==> src/cks_pkg.sv <==
// constants, field layouts and state encodings of the clock source block
// assumes nothing; shared by the clock control top, its checker and the testbench
package cks_pkg;

  // register offsets on the plain register port
  localparam logic [2:0] ADDR_CTRL     = 3'h0;
  localparam logic [2:0] ADDR_CFG      = 3'h1;
  localparam logic [2:0] ADDR_IRQ_STS  = 3'h2;
  localparam logic [2:0] ADDR_IRQ_MASK = 3'h3;
  localparam logic [2:0] ADDR_STATUS   = 3'h4;

  // oscillator_control_reg fields
  localparam int CTRL_SCS_BIT  = 0;
  localparam int CTRL_EXT_BIT  = 1;
  localparam int CTRL_LTS_BIT  = 2;
  localparam int CTRL_HTS_BIT  = 3;
  localparam int CTRL_INTERNAL_FREQ_SELECT_LSB = 4;

  // status register fields
  localparam int STAT_EXT_BIT   = 0;
  localparam int STAT_BUSY_BIT  = 1;
  localparam int STAT_FAIL_BIT  = 2;
  localparam int STAT_XRDY_BIT  = 3;
  localparam int STAT_FAST_BIT  = 4;
  localparam int STAT_SLOW_BIT  = 5;

  // fuse word fields
  localparam int FUSE_MODE_LSB = 0;
  localparam int FUSE_TWO_SPEED_STARTUP_ENABLE_BIT = 3;
  localparam int FUSE_CLOCK_FAIL_MONITOR_BIT = 4;
  localparam int FUSE_POWER_UP_TIMER_BIT = 5;
  localparam int FUSE_WDT_BIT  = 6;

  // interrupt status and mask layout
  localparam int IRQ_FAIL_BIT   = 0;
  localparam int IRQ_SWITCH_BIT = 1;
  localparam int IRQ_LSTAB_BIT  = 2;
  localparam int IRQ_WIDTH      = 3;

  // reset values and frequency codes
  localparam logic [2:0] INTERNAL_FREQ_SELECT_RESET = 3'h6;
  localparam logic [2:0] INTERNAL_FREQ_SELECT_SLOW  = 3'h0;
  localparam logic [2:0] INTERNAL_FREQ_SELECT_FAST  = 3'h7;
  localparam logic [7:0] FUSE_RESET = 8'h00;

  // oscillator start-up delay in edges of the started oscillator
  localparam logic [7:0] START_EDGES = 8'h10;
  // slow ticks without an external edge before the clock counts as lost
  localparam logic [1:0] FAIL_TICKS  = 2'h3;

  typedef enum logic [2:0] {
    MODE_LP    = 3'b000,
    MODE_XT    = 3'b001,
    MODE_HS    = 3'b010,
    MODE_INTIO = 3'b011,
    MODE_INTCK = 3'b100,
    MODE_EC    = 3'b101,
    MODE_RESISTOR_CAPACITOR_PIN_IO_MODE  = 3'b110,
    MODE_RCCK  = 3'b111
  } cks_mode_t;

  typedef enum logic [1:0] {
    GAIN_OFF  = 2'b00,
    GAIN_LOW  = 2'b01,
    GAIN_MED  = 2'b10,
    GAIN_HIGH = 2'b11
  } cks_gain_t;

  typedef enum logic [1:0] {
    SW_IDLE  = 2'b00,
    SW_START = 2'b01,
    SW_FALL  = 2'b10,
    SW_LOW   = 2'b11
  } cks_sw_state_t;

endpackage

==> src/cks_edge_if.sv <==
// level and edge pulses of one synchronised clock signal
// assumes the producer runs on core_clk
`timescale 1ns/1ps
interface cks_edge_if;
  logic lvl;
  logic rise;
  logic fall;
  modport drv (output lvl, output rise, output fall);
  modport use_ (input lvl, input rise, input fall);
endinterface

==> src/cks_edge_sync.sv <==
// two-flop synchroniser with edge detection for an oscillator signal
// assumes the raw input is asynchronous to core_clk
`timescale 1ns/1ps
module cks_edge_sync (
  // clock and reset
  input  wire logic   core_clk,
  input  wire logic   rst,
  // raw oscillator level
  input  wire logic   raw_in,
  // synchronised level and edges
  cks_edge_if.drv     edge_o
);

  logic meta_r;
  logic sync_r;
  logic prev_r;

  always_ff @(posedge core_clk or posedge rst)
  begin
    if (rst)
    begin
      meta_r <= 1'b0;
      sync_r <= 1'b0;
      prev_r <= 1'b0;
    end
    else
    begin
      meta_r <= raw_in;
      sync_r <= meta_r;
      prev_r <= sync_r;
    end
  end

  assign edge_o.lvl  = sync_r;
  assign edge_o.rise = sync_r & ~prev_r;
  assign edge_o.fall = ~sync_r & prev_r;

endmodule

==> src/cks_clock_ctrl.sv <==
// oscillator mode decode, internal clock postscaler, fail monitor and
// glitch-free clock switch with register port and interrupt
// assumes oscillator signals arrive asynchronous and slower than core_clk / 2
//
// Decided for this implementation: the address-and-strobe port and the placing of the registers.
`timescale 1ns/1ps
module cks_clock_ctrl (
  // clock and reset
  input  wire logic       core_clk,
  input  wire logic       rst,
  // fuse word, caught after reset release
  input  wire logic [7:0] fuse_word,
  // oscillator signals
  input  wire logic       ext_clk_in,
  input  wire logic       fast_osc_in,
  input  wire logic       slow_osc_in,
  // register port
  input  wire logic [2:0] reg_addr,
  input  wire logic [7:0] reg_wdata,
  input  wire logic       reg_wr,
  input  wire logic       reg_rd,
  output logic      [7:0] reg_rdata,
  // oscillator and pin control
  output logic      [1:0] xtal_gain,
  output logic            fast_osc_en,
  output logic            slow_osc_en,
  output logic            first_pin_io_free,
  output logic            second_pin_io_free,
  output logic            second_pin_out,
  output logic            second_pin_oe_n,
  // clocks
  output logic            sys_clk_out,
  output logic            slow_tick,
  // interrupt
  output logic            irq
);

  ////////////////////////////////////////////////////////////////////////////
  // synchronised oscillator edges

  cks_edge_if ext_e ();
  cks_edge_if fast_e ();
  cks_edge_if slow_e ();

  cks_edge_sync u_ext_sync (
    .core_clk (core_clk),
    .rst      (rst),
    .raw_in   (ext_clk_in),
    .edge_o   (ext_e)
  );

  cks_edge_sync u_fast_sync (
    .core_clk (core_clk),
    .rst      (rst),
    .raw_in   (fast_osc_in),
    .edge_o   (fast_e)
  );

  cks_edge_sync u_slow_sync (
    .core_clk (core_clk),
    .rst      (rst),
    .raw_in   (slow_osc_in),
    .edge_o   (slow_e)
  );

  ////////////////////////////////////////////////////////////////////////////
  // declarations

  logic [7:0]                fuse_r;
  logic                      fuse_loaded_r;
  logic                      scs_r;
  logic [2:0]                internal_freq_select_r;
  logic [cks_pkg::IRQ_WIDTH-1:0] irq_sts_r;
  logic [cks_pkg::IRQ_WIDTH-1:0] irq_mask_r;
  logic [cks_pkg::IRQ_WIDTH-1:0] irq_ev;
  cks_pkg::cks_sw_state_t    sw_state_r;
  logic                      act_ext_r;
  logic [2:0]                act_internal_freq_select_r;
  logic                      tgt_ext_r;
  logic [2:0]                tgt_internal_freq_select_r;
  logic [5:0]                pscl_r;
  logic [7:0]                fast_cnt_r;
  logic [7:0]                slow_cnt_r;
  logic [7:0]                ext_cnt_r;
  logic [1:0]                fail_cnt_r;
  logic                      fail_r;
  logic                      cur_prev_r;
  logic                      new_prev_r;
  logic                      sys_prev_r;
  logic [1:0]                div4_r;
  logic                      lts_r;
  logic                      hts_r;
  logic                      lts_prev_r;

  cks_pkg::cks_mode_t        mode;
  logic                      mode_ext;
  logic                      mode_int;
  logic                      two_speed_startup_enable;
  logic                      req_ext;
  logic                      cur_lvl;
  logic                      new_lvl;
  logic                      new_rise;
  logic                      cur_fall;
  logic                      fast_ready;
  logic                      slow_ready;
  logic                      ext_ready;
  logic                      tgt_ready;
  logic                      fast_need;
  logic                      slow_need;
  logic                      gate_low;
  logic                      switch_done;

  ////////////////////////////////////////////////////////////////////////////
  // mode decode

  always_comb
  begin
    mode     = cks_cast(fuse_r[cks_pkg::FUSE_MODE_LSB +: 3]);
    mode_int = (mode == cks_pkg::MODE_INTIO) || (mode == cks_pkg::MODE_INTCK);
    mode_ext = fuse_loaded_r && !mode_int;
    two_speed_startup_enable     = fuse_r[cks_pkg::FUSE_TWO_SPEED_STARTUP_ENABLE_BIT];
  end

  function automatic cks_pkg::cks_mode_t cks_cast(input logic [2:0] code);
    cks_cast = cks_pkg::cks_mode_t'(code);
  endfunction

  // level of a source: external pin, fast oscillator, postscaler tap or slow
  function automatic logic src_lvl(input logic ext, input logic [2:0] f,
                                   input logic xl, input logic fl,
                                   input logic sl, input logic [5:0] ps);
    if (ext)
      src_lvl = xl;
    else
    begin
      case (f)
        3'h7:    src_lvl = fl;
        3'h6:    src_lvl = ps[0];
        3'h5:    src_lvl = ps[1];
        3'h4:    src_lvl = ps[2];
        3'h3:    src_lvl = ps[3];
        3'h2:    src_lvl = ps[4];
        3'h1:    src_lvl = ps[5];
        default: src_lvl = sl;
      endcase
    end
  endfunction

  // a source is fast-based for codes 001 to 111
  function automatic logic uses_fast(input logic ext, input logic [2:0] f);
    uses_fast = !ext && (f != cks_pkg::INTERNAL_FREQ_SELECT_SLOW);
  endfunction

  ////////////////////////////////////////////////////////////////////////////
  // fuse capture and software registers

  always_ff @(posedge core_clk or posedge rst)
  begin
    if (rst)
    begin
      fuse_r        <= cks_pkg::FUSE_RESET;
      fuse_loaded_r <= 1'b0;
    end
    else if (!fuse_loaded_r)
    begin
      fuse_r        <= fuse_word;
      fuse_loaded_r <= 1'b1;
    end
  end

  always_ff @(posedge core_clk or posedge rst)
  begin
    if (rst)
    begin
      scs_r      <= 1'b0;
      internal_freq_select_r     <= cks_pkg::INTERNAL_FREQ_SELECT_RESET;
      irq_mask_r <= '0;
    end
    else if (reg_wr)
    begin
      if (reg_addr == cks_pkg::ADDR_CTRL)
      begin
        scs_r  <= reg_wdata[cks_pkg::CTRL_SCS_BIT];
        internal_freq_select_r <= reg_wdata[cks_pkg::CTRL_INTERNAL_FREQ_SELECT_LSB +: 3];
      end
      if (reg_addr == cks_pkg::ADDR_IRQ_MASK)
        irq_mask_r <= reg_wdata[cks_pkg::IRQ_WIDTH-1:0];
    end
  end

  // events set, write-one clears; a set in the clearing cycle wins
  always_ff @(posedge core_clk or posedge rst)
  begin
    if (rst)
      irq_sts_r <= '0;
    else if (reg_wr && (reg_addr == cks_pkg::ADDR_IRQ_STS))
      irq_sts_r <= (irq_sts_r & ~reg_wdata[cks_pkg::IRQ_WIDTH-1:0]) | irq_ev;
    else
      irq_sts_r <= irq_sts_r | irq_ev;
  end

  always_comb
  begin
    irq_ev = '0;
    irq_ev[cks_pkg::IRQ_FAIL_BIT]   = (fail_cnt_r == cks_pkg::FAIL_TICKS) && !fail_r
                                      && slow_e.rise && !ext_e.rise;
    irq_ev[cks_pkg::IRQ_SWITCH_BIT] = switch_done;
    irq_ev[cks_pkg::IRQ_LSTAB_BIT]  = lts_r && !lts_prev_r;
  end

  always_ff @(posedge core_clk or posedge rst)
  begin
    if (rst)
      reg_rdata <= 8'h00;
    else if (reg_rd)
    begin
      case (reg_addr)
        cks_pkg::ADDR_CTRL:
          reg_rdata <= {1'b0, internal_freq_select_r, hts_r, lts_r, act_ext_r, scs_r};
        cks_pkg::ADDR_CFG:
          reg_rdata <= fuse_r;
        cks_pkg::ADDR_IRQ_STS:
          reg_rdata <= {5'h00, irq_sts_r};
        cks_pkg::ADDR_IRQ_MASK:
          reg_rdata <= {5'h00, irq_mask_r};
        cks_pkg::ADDR_STATUS:
          reg_rdata <= {2'h0, slow_osc_en, fast_osc_en, ext_ready, fail_r,
                        (sw_state_r != cks_pkg::SW_IDLE), act_ext_r};
        default:
          reg_rdata <= 8'h00;
      endcase
    end
    else
      reg_rdata <= 8'h00;
  end

  always_ff @(posedge core_clk or posedge rst)
  begin
    if (rst)
      irq <= 1'b0;
    else
      irq <= |(irq_sts_r & irq_mask_r);
  end

  ////////////////////////////////////////////////////////////////////////////
  // oscillator enables and start-up counters

  always_comb
  begin
    fast_need = uses_fast(act_ext_r, act_internal_freq_select_r)
                || ((sw_state_r != cks_pkg::SW_IDLE) && uses_fast(tgt_ext_r, tgt_internal_freq_select_r));
    slow_need = ((internal_freq_select_r == cks_pkg::INTERNAL_FREQ_SELECT_SLOW) && scs_r)
                || (two_speed_startup_enable && (internal_freq_select_r == cks_pkg::INTERNAL_FREQ_SELECT_SLOW))
                || fuse_r[cks_pkg::FUSE_POWER_UP_TIMER_BIT] || fuse_r[cks_pkg::FUSE_WDT_BIT]
                || fuse_r[cks_pkg::FUSE_CLOCK_FAIL_MONITOR_BIT]
                || (!act_ext_r && (act_internal_freq_select_r == cks_pkg::INTERNAL_FREQ_SELECT_SLOW))
                || ((sw_state_r != cks_pkg::SW_IDLE) && !tgt_ext_r
                    && (tgt_internal_freq_select_r == cks_pkg::INTERNAL_FREQ_SELECT_SLOW));
    fast_ready = (fast_cnt_r == cks_pkg::START_EDGES);
    slow_ready = (slow_cnt_r == cks_pkg::START_EDGES);
    ext_ready  = (ext_cnt_r == cks_pkg::START_EDGES);
  end

  always_ff @(posedge core_clk or posedge rst)
  begin
    if (rst)
    begin
      fast_osc_en <= 1'b0;
      slow_osc_en <= 1'b0;
    end
    else
    begin
      fast_osc_en <= fast_need;
      slow_osc_en <= slow_need;
    end
  end

  always_ff @(posedge core_clk or posedge rst)
  begin
    if (rst)
    begin
      fast_cnt_r <= 8'h00;
      slow_cnt_r <= 8'h00;
      ext_cnt_r  <= 8'h00;
    end
    else
    begin
      if (!fast_osc_en)
        fast_cnt_r <= 8'h00;
      else if (fast_e.rise && !fast_ready)
        fast_cnt_r <= fast_cnt_r + 8'h01;
      if (!slow_osc_en)
        slow_cnt_r <= 8'h00;
      else if (slow_e.rise && !slow_ready)
        slow_cnt_r <= slow_cnt_r + 8'h01;
      if (!mode_ext || fail_r)
        ext_cnt_r <= 8'h00;
      else if (ext_e.rise && !ext_ready)
        ext_cnt_r <= ext_cnt_r + 8'h01;
    end
  end

  // postscaler on the fast oscillator gives the 4 MHz to 125 kHz taps
  always_ff @(posedge core_clk or posedge rst)
  begin
    if (rst)
      pscl_r <= 6'h00;
    else if (fast_e.rise)
      pscl_r <= pscl_r + 6'h01;
  end

  ////////////////////////////////////////////////////////////////////////////
  // fail monitor on the slow timebase

  always_ff @(posedge core_clk or posedge rst)
  begin
    if (rst)
    begin
      fail_cnt_r <= 2'h0;
      fail_r     <= 1'b0;
    end
    else if (ext_e.rise || !mode_ext || !fuse_r[cks_pkg::FUSE_CLOCK_FAIL_MONITOR_BIT])
      fail_cnt_r <= 2'h0;
    else if (slow_e.rise)
    begin
      if (fail_cnt_r == cks_pkg::FAIL_TICKS)
        fail_r <= 1'b1;
      else
        fail_cnt_r <= fail_cnt_r + 2'h1;
    end
  end

  always_ff @(posedge core_clk or posedge rst)
  begin
    if (rst)
      slow_tick <= 1'b0;
    else
      slow_tick <= slow_e.rise && slow_osc_en;
  end

  ////////////////////////////////////////////////////////////////////////////
  // clock switch

  always_comb
  begin
    req_ext = mode_ext && !scs_r && !fail_r;
    cur_lvl = src_lvl(act_ext_r, act_internal_freq_select_r, ext_e.lvl, fast_e.lvl, slow_e.lvl, pscl_r);
    new_lvl = src_lvl(tgt_ext_r, tgt_internal_freq_select_r, ext_e.lvl, fast_e.lvl, slow_e.lvl, pscl_r);
    new_rise = new_lvl && !new_prev_r;
    cur_fall = !cur_lvl && cur_prev_r;
    tgt_ready = tgt_ext_r ? ext_ready
              : (tgt_internal_freq_select_r == cks_pkg::INTERNAL_FREQ_SELECT_SLOW) ? slow_ready : fast_ready;
    switch_done = (sw_state_r == cks_pkg::SW_LOW) && new_rise;
    // without two-speed start the core waits for the external oscillator
    gate_low = req_ext && !act_ext_r && !two_speed_startup_enable;
  end

  always_ff @(posedge core_clk or posedge rst)
  begin
    if (rst)
    begin
      cur_prev_r <= 1'b0;
      new_prev_r <= 1'b0;
    end
    else
    begin
      cur_prev_r <= cur_lvl;
      new_prev_r <= new_lvl;
    end
  end

  always_ff @(posedge core_clk or posedge rst)
  begin
    if (rst)
    begin
      sw_state_r <= cks_pkg::SW_IDLE;
      act_ext_r  <= 1'b0;
      act_internal_freq_select_r <= cks_pkg::INTERNAL_FREQ_SELECT_RESET;
      tgt_ext_r  <= 1'b0;
      tgt_internal_freq_select_r <= cks_pkg::INTERNAL_FREQ_SELECT_RESET;
    end
    else
    begin
      case (sw_state_r)
        cks_pkg::SW_IDLE:
          if ((req_ext != act_ext_r) || (!req_ext && (internal_freq_select_r != act_internal_freq_select_r)))
          begin
            tgt_ext_r  <= req_ext;
            tgt_internal_freq_select_r <= internal_freq_select_r;
            sw_state_r <= cks_pkg::SW_START;
          end
        cks_pkg::SW_START:
          if (tgt_ready || (uses_fast(tgt_ext_r, tgt_internal_freq_select_r)
                            && uses_fast(act_ext_r, act_internal_freq_select_r)))
            sw_state_r <= cks_pkg::SW_FALL;
        cks_pkg::SW_FALL:
          if (cur_fall || (fail_r && act_ext_r))
            sw_state_r <= cks_pkg::SW_LOW;
        cks_pkg::SW_LOW:
          if (new_rise)
          begin
            act_ext_r  <= tgt_ext_r;
            act_internal_freq_select_r <= tgt_internal_freq_select_r;
            sw_state_r <= cks_pkg::SW_IDLE;
          end
        default:
          sw_state_r <= cks_pkg::SW_IDLE;
      endcase
    end
  end

  // output follows the active clock, held low from old fall to new rise
  always_ff @(posedge core_clk or posedge rst)
  begin
    if (rst)
      sys_clk_out <= 1'b0;
    else if ((sw_state_r == cks_pkg::SW_LOW) || gate_low)
      sys_clk_out <= 1'b0;
    else
      sys_clk_out <= cur_lvl;
  end

  // stable flags follow readiness, taken over when a switch completes
  always_ff @(posedge core_clk or posedge rst)
  begin
    if (rst)
    begin
      lts_r      <= 1'b0;
      hts_r      <= 1'b0;
      lts_prev_r <= 1'b0;
    end
    else
    begin
      lts_prev_r <= lts_r;
      if (switch_done)
      begin
        hts_r <= uses_fast(tgt_ext_r, tgt_internal_freq_select_r) && fast_ready;
        lts_r <= slow_ready;
      end
      else
      begin
        hts_r <= fast_need && fast_osc_en && fast_ready;
        lts_r <= slow_need && slow_osc_en && slow_ready;
      end
    end
  end

  ////////////////////////////////////////////////////////////////////////////
  // pins

  always_ff @(posedge core_clk or posedge rst)
  begin
    if (rst)
    begin
      sys_prev_r <= 1'b0;
      div4_r     <= 2'h0;
    end
    else
    begin
      sys_prev_r <= sys_clk_out;
      if (sys_clk_out && !sys_prev_r)
        div4_r <= div4_r + 2'h1;
    end
  end

  always_ff @(posedge core_clk or posedge rst)
  begin
    if (rst)
    begin
      xtal_gain          <= cks_pkg::GAIN_OFF;
      first_pin_io_free  <= 1'b0;
      second_pin_io_free <= 1'b0;
      second_pin_out     <= 1'b0;
      second_pin_oe_n    <= 1'b1;
    end
    else
    begin
      case (mode)
        cks_pkg::MODE_LP: xtal_gain <= cks_pkg::GAIN_LOW;
        cks_pkg::MODE_XT: xtal_gain <= cks_pkg::GAIN_MED;
        cks_pkg::MODE_HS: xtal_gain <= cks_pkg::GAIN_HIGH;
        default:          xtal_gain <= cks_pkg::GAIN_OFF;
      endcase
      first_pin_io_free  <= fuse_loaded_r && mode_int;
      second_pin_io_free <= fuse_loaded_r && ((mode == cks_pkg::MODE_EC)
                            || (mode == cks_pkg::MODE_RESISTOR_CAPACITOR_PIN_IO_MODE)
                            || (mode == cks_pkg::MODE_INTIO));
      second_pin_out     <= div4_r[1];
      second_pin_oe_n    <= !(fuse_loaded_r && ((mode == cks_pkg::MODE_RCCK)
                            || (mode == cks_pkg::MODE_INTCK)));
    end
  end

endmodule

==> config.mk <==
export PLATFORM = sky130hd
export DESIGN_NAME = cks_clock_ctrl
export DESIGN_NICKNAME = d
export VERILOG_FILES = /design/src/cks_pkg.sv /design/src/cks_edge_if.sv /design/src/cks_edge_sync.sv /design/src/cks_clock_ctrl.sv
export SDC_FILE = /design/constraint.sdc
export NUM_CORES = 1
export LEC_CHECK = 0
export ABC_AREA = 1
export BUFFER_PORTS_ARGS = -buffer_cell sky130_fd_sc_hd__buf_2
export CAP_MARGIN = 20
export CORE_ASPECT_RATIO = 1.75
export CORE_MARGIN = 2
export CORE_UTILIZATION = 40
export DETAILED_ROUTE_END_ITERATION = 7
export GPL_ROUTABILITY_DRIVEN = 1
export HOLD_SLACK_MARGIN = 0.03
export PLACE_DENSITY = 0.67
export SETUP_SLACK_MARGIN = 0.5
export SLEW_MARGIN = 40
export SYNTH_ARGS = -nofsm -noshare
export SYNTH_HDL_FRONTEND = slang
export SYNTH_SLANG_ARGS = --single-unit
export TNS_END_PERCENT = 100
==> constraint.sdc <==
create_clock -name core_clk -period 8.1 [get_ports core_clk]
set_input_delay 0.405 -clock core_clk [delete_from_list [all_inputs] [get_ports core_clk]]
set_output_delay 0.405 -clock core_clk [all_outputs]
set_load 0.02 [all_outputs]
# Word level (Yosys, flattened, before mapping)
# Cells that the tools add are included.
classes:
  addsub: 6
  eq_ne: 41
  n_mux: 27
  n_bitwise: 12
  n_reduce_logical: 92
op_table:
  columns: ["cell", "n"]
  rows:
  - ["two-way mux 8 bit", 7]
  - ["one-hot mux 8 bit (5 select lines)", 1]
  - ["== test 3 bit (second input constant)", 13]
  - ["logical AND 1 bit", 37]
  - ["adder 8 x 1 -> 8 bit (second input constant)", 3]
  - ["== test 3 x 2 -> 1 bit (second input constant)", 8]
  - ["== test 8 x 5 -> 1 bit (second input constant)", 3]
  - ["logical NOT 1 bit", 18]
  - ["logical OR 1 bit", 18]
  - ["logical NOT 3 bit", 5]
  - ["two-way mux 2 bit", 7]
  - ["one-hot mux 1 bit (7 select lines)", 2]
  - ["== test 3 x 1 -> 1 bit (second input constant)", 4]
  - ["inequality test 2 bit (second input constant)", 5]
  - ["AND reduction 2 bit", 5]
  - ["one-hot mux 2 bit (4 select lines)", 1]
  - ["two-way mux 1 bit", 7]
  - ["adder 6 x 1 -> 6 bit (second input constant)", 1]
  - ["bitwise AND 3 bit", 2]
  - ["== test 2 bit (second input constant)", 3]
  - ["OR 3 bit", 2]
  - ["one-hot mux 2 bit (3 select lines)", 1]
  - ["nonzero test 2 bit", 3]
  - ["nonzero test 3 bit", 2]
  - ["13 further kinds", 20]
word_totals:
  ff_bits: 98
  inputBits: 26
  word_cells: 222

# Logic depth before layout (Yosys ltp)
depth:
  ltp_word: 11
  mapped_depth: 13

# By module
# From an unflattened synthesis, not the netlist that was laid out.
hier_totals:
  cells_unflattened: 557
  hier_area_um2: 4644.5
by_module_without_submodules:
  columns: ["module", "instances", "cells_each", "area_per_inst_um2", "seq_area_each_um2"]
  rows:
  - ["cks_clock_ctrl", 1, 533, 4362.9, 2235.9]
  - ["cks_edge_sync", 3, 8, 93.8, 75.1]

# Worst setup path after synthesis
# No wires, ideal clock.
synth_timing:
  kind: "register to register"
  start: "register slow_cnt_r[0]"
  end: "register slow_cnt_r[7]"
  setup_time_ns: 0.123
  t_arrival_ns: 1.423
  t_required_ns: 7.977
  path_slack_ns: 6.553
  stages_incl_launch_ff: 10
  synth_period_minus_slack_ns: 1.547
  path_cell_list: "dfrtp_1 > inv_1 > ha_1 > nor3b_1 > nand2_2 > nand2_2 > nand2_1 > and3_1 > o21ai_0 > a21oi_1"
synth_between:
  elab_chain_len: 4
  elab_cells_between_ends: 7
  cone_classes: "add/sub: 1; eq/ne: 2; mux: 2; reduce/logical: 2"
synth_rtl:
  columns: ["element", "line", "rtl"]
  rows:
  - ["start: declaration", "cks_clock_ctrl.sv:83", "logic [7:0] slow_cnt_r;"]
  - ["start signal: assignment", "cks_clock_ctrl.sv:295", "slow_cnt_r <= slow_cnt_r + 8'h01;"]
  - ["branches (longest 4 deep; another with adder 8 x 1 -> 8 bit)", null, null]
# Several ways; the timed one is not identified. The select of a mux whose other input is x is not followed.
# A chain may end at the register's enable or synchronous reset.

# Worst setup path in the final report
layout_timing:
  start: "register fuse_r[2]"
  end: "register sw_state_r[0]"
layout_between:
  elab_chain_len: 11
  elab_cells_between_ends: 13
  cone_classes: "eq/ne: 4; reduce/logical: 9"
layout_rtl:
  columns: ["element", "line", "rtl"]
  rows:
  - ["start: declaration", "cks_clock_ctrl.sv:69", "logic [7:0] fuse_r;"]
  - ["start signal: assignment", "cks_clock_ctrl.sv:161", "fuse_r <= cks_pkg::FUSE_RESET;"]
  - ["start signal: assignment", "cks_clock_ctrl.sv:166", "fuse_r <= fuse_word;"]
  - ["== test 3 x 2 -> 1 bit or == test 3 bit (tied branches)", "cks_clock_ctrl.sv:119", "mode_int = (mode == cks_pkg::MODE_INTIO) || (mode == cks_pkg::MODE_INTCK);"]
  - ["logical OR 1 bit (*)", "cks_clock_ctrl.sv:119", null]
  - ["logical NOT 1 bit (*)", "cks_clock_ctrl.sv:120", "mode_ext = fuse_loaded_r && !mode_int;"]
  - ["logical AND 1 bit (*)", "cks_clock_ctrl.sv:120", null]
  - ["logical AND 1 bit (*) (2 in a row)", "cks_clock_ctrl.sv:346", "req_ext = mode_ext && !scs_r && !fail_r;"]
  - ["named net req_ext", "cks_clock_ctrl.sv:99", "logic req_ext;"]
  - ["logical NOT 1 bit", "cks_clock_ctrl.sv:386", "if ((req_ext != act_ext_r) || (!req_ext && (internal_freq_select_r != act_internal_freq_select_r)))"]
  - ["logical AND 1 bit", "cks_clock_ctrl.sv:386", null]
  - ["logical OR 1 bit (*)", "cks_clock_ctrl.sv:386", null]
  - ["inequality test 2 bit (no line) (*)", null, null]
  - ["AND reduction 4 bit (no line) (*)", null, null]
  - ["end signal: assignment", "cks_clock_ctrl.sv:390", "sw_state_r <= cks_pkg::SW_START;"]
  - ["end signal: assignment", "cks_clock_ctrl.sv:395", "sw_state_r <= cks_pkg::SW_FALL;"]
  - ["end signal: assignment", "cks_clock_ctrl.sv:398", "sw_state_r <= cks_pkg::SW_LOW;"]
  - ["end: declaration", "cks_clock_ctrl.sv:76", "cks_pkg::cks_sw_state_t sw_state_r;"]
# Mark *: on every way through the listed nets, which the timed path passes. The rest lies on a longest branch.

==> summary.md <==
| Metric | Value |
|---|---|
| Status | `finished, final reports clean` |
| Clk sinks | `98` |
| Leading area contributor after synthesis | `dfrtp_1` |
| # Max-Cap Violations | `0` |
| Netlist cell types | `36` |
| Setup Crit Path Kind | `register to register` |
| Fin. max-slew vios | `0` |
| Post-CTS Setup Bufs | `0` |
| DRT antenna net count | `0` |
| CTS tree | `done` |
| Final setup viols | `0` |
| Post-Syn Area | `0.00465 mm²` |
| Proportion of layout cells with a drive suffix above 1 | `0.144` |
| Max Freq | `0.554 GHz` |
| Via density | `5.10` |
| Post-synthesis sequential area ratio | `0.530` |
| Die Wd | `85.5 µm` |
| Prevailing post-synth register cell | `dfrtp_1` |
| Port Buf Inserts | `42` |
| Initial antenna violation count | `0` |
| Clock Skew | `6.95 ps` |
| Layout area overhead | `14.5%` |
| Initial Utilization | `0.406` |
| # DRC | `0` |
| Nets | `637` |
| All-layer global routing usage | `0.177` |
| DP HPWL | `7920 µm` |
| Pin slew with the least headroom to its limit | `576 ps` |
| Placer Congestion | `0.886` |
| Number of global-route vias before repair | `3,818` |
| IO Pins | `45` |
| CP endpoint kind | `register` |
| Req. time, crit path | `8330 ps` |
| DR iter-0 viols | `238` |
| Synth cell count leaders | `nand2_1, dfrtp_1, inv_1` |
| Cell row count | `52` |
| Htree depth | `3` |
| Cell with the most instances after synthesis | `nand2_1` |
| Syn avg cell area | `8.45 µm²` |
| Share of the synthesized area in the top cell type | `0.490` |
| Clock transition at path regs | `70 ps` |
| WL/cell | `14.1 µm` |
| Synth top area cells | `dfrtp_1, nand2_1, inv_1` |
| Worst-Skew Late Latency | `340 ps` |
| Post-synth EDFFs | `0` |
| Max FO, Critical Path | `6` |
| Synthesized flop and latch total | `98` |
| Post-Place Cells | `722` |
| Worst Hold Class | `primary input to asynchronous set/reset pin` |
| Via count | `3,767` |
| Peak supply drop | `0.122 mV` |
| Hold-fix buffers, CTS | `0` |
| RSZ-0062 raised after global routing | `false` |
| Root Buffer | `clkbuf_16` |
| Ant diodes | `0` |
| Nature of the critical path startpoint | `register` |
| Slew headroom | `0.616` |
| DRT Wirelength | `10,400 µm` |
| Largest net degree at the start of global routing | `63` |
| Syn_nets | `589` |
| Synth warn | `0` |
| Shortest period the worst path allows | `1810 ps` |
| Fin Setup TNS | `0 ps` |
| Hold Vio Cnt, Final | `0` |
| Static Leak | `2.66 nW` |
| Pre-Repair DR Iteration Count | `4` |
| Fin cells | `738` |
| TritonCTS Buffers | `9` |
| Arr. time, crit path | `2030 ps` |
| GRT overflow | `0` |
| Period utilization | `0.223` |
| Fill cell count | `1,107` |
| Ys async rst share | `1.00` |
| Post-CTS Resized | `0` |
| First-pass GRT wire length | `17,700 µm` |
| PD cells | `293 mW/mm²` |
| Post-Synthesis Cells | `550` |
| Die Y | `147 µm` |
| Die Area | `0.0125 mm²` |
| CTS Buffer Depth | `2` |
| Core area | `0.0115 mm²` |
==> per-layer routing <==
layer,vias up,part of all wire,GRT usage
li1,1861,-,-
met2,77,0.57,0.331
met4,0,0.020,0.0683
met3,11,0.027,0.0362
met5,-,0,0
met1,1818,0.39,0.190
==> flip-flops by register name (all words and copies together) (netlist names), 2 cells and up <==
register                    cells
irq_mask_r                      3
fail_cnt_r                      2
sw_state_r                      2
div4_r                          2
fuse_r                          8
slow_cnt_r                      8
tgt_internal_freq_select_r      3
internal_freq_select_r          3
fast_cnt_r                      8
pscl_r                          6
xtal_gain                       2
irq_sts_r                       3
act_internal_freq_select_r      3
reg_rdata                       8
ext_cnt_r                       8
==> path summary, 6_finish.rpt <==
path | start | to | slack, ps | depth (start not counted)
worst max-delay path | fuse_r[2]$_DFFE_PP0N_ | sw_state_r[0]$_DFFE_PP0P_ | 6290 | 11
worst min-delay path | rst | u_slow_sync.meta_r$_DFF_PP0_ | 80 | 2
worst max register to register | fuse_r[2]$_DFFE_PP0N_ | sw_state_r[0]$_DFFE_PP0P_ | 6290 | 11
worst min register to register | u_slow_sync.meta_r$_DFF_PP0_ | u_slow_sync.edge_o.lvl$_DFF_PP0_ | 350 | 0
max in group asynchronous | rst | first_pin_io_free$_DFF_PP0_ | 7100 | 3
min in group core_clk | ext_clk_in | u_ext_sync.meta_r$_DFF_PP0_ | 170 | 1
==> worst max-delay path, stage by stage, from the launching register on <==
cell and delay [ps]:
dfrtp_1 450, inv_2 130, nand3_2 120, nand4_1 160, inv_1 60, ha_1 290, nand3_1 90, nand2_1 70
inv_2 70, nand3_1 100, nand2_1 80, nand2_1 60
==> per-stage QoR <==
| stage | power [mW] | setup WS [ps] | hold slack [ps] | utilization | instance area [µm²] |
|---|---|---|---|---|---|
| detailed placement | 1.12 | 6340 | 336 | 0.437 | 5000 |
| finish | 1.56 | 6290 | 82.6 | 0.465 | 5320 |
| global placement | 1.09 | 6380 | 333 | 0.437 | 5000 |
| floorplan | 0.991 | 5140 | 331 | - | 4650 |
| global route | 1.66 | 6140 | 115 | 0.465 | 5320 |
| CTS | 1.57 | 6310 | 86.9 | 0.464 | 5320 |
==> final cells by class <==
cell class                      instances  area (µm²)  share of cell area
Timing Repair Buffer                   43         221              0.0416
Tap cell                              135         169              0.0317
Inverter                               85         322              0.0604
Multi-Input combinational cell        361        1830               0.345
Sequential cell                        98        2460               0.463
Clock inverter                          5        61.3              0.0115
Clock buffer                           11         253              0.0475
==> cell usage in the layout, fill, tap and decap left out, drive strengths merged <==
cell type	instances
buf	43
a21oi	18
nor3	11
clkinvlp	3
conb	1
nor2	54
o22ai	4
or2	1
bufinv	1
inv	86
nor4	2
nand3	39
nand2	129
xor2	8
xnor2	6
o21bai	1
clkbuf	11
nand4	11
o221ai	2
o2111ai	2
a221oi	1
o31ai	1
dfrtp	91
nor3b	1
o21ai	51
ha	13
a211oi	3
and3	2
dfstp	7
==> power by group <==
group	switching, mW	internal, mW
clock	0.188	0.257
combinational	0.271	0.146
sequential	0.102	0.592
==> logic make-up (layout without fill, tap and decap cells) <==
logic type	after synthesis	after routing	share of synthesized area
fa+ha+maj	13	13	0.0350
compound gates	83	83	0.0988
flops	98	98	0.530
xor+xnor	14	14	0.0264
other cells	1	1	0.000807
buf+inv	91	144	0.0757
simple gates	250	250	0.234
Note: power is estimated with default switching activity, not from simulation.
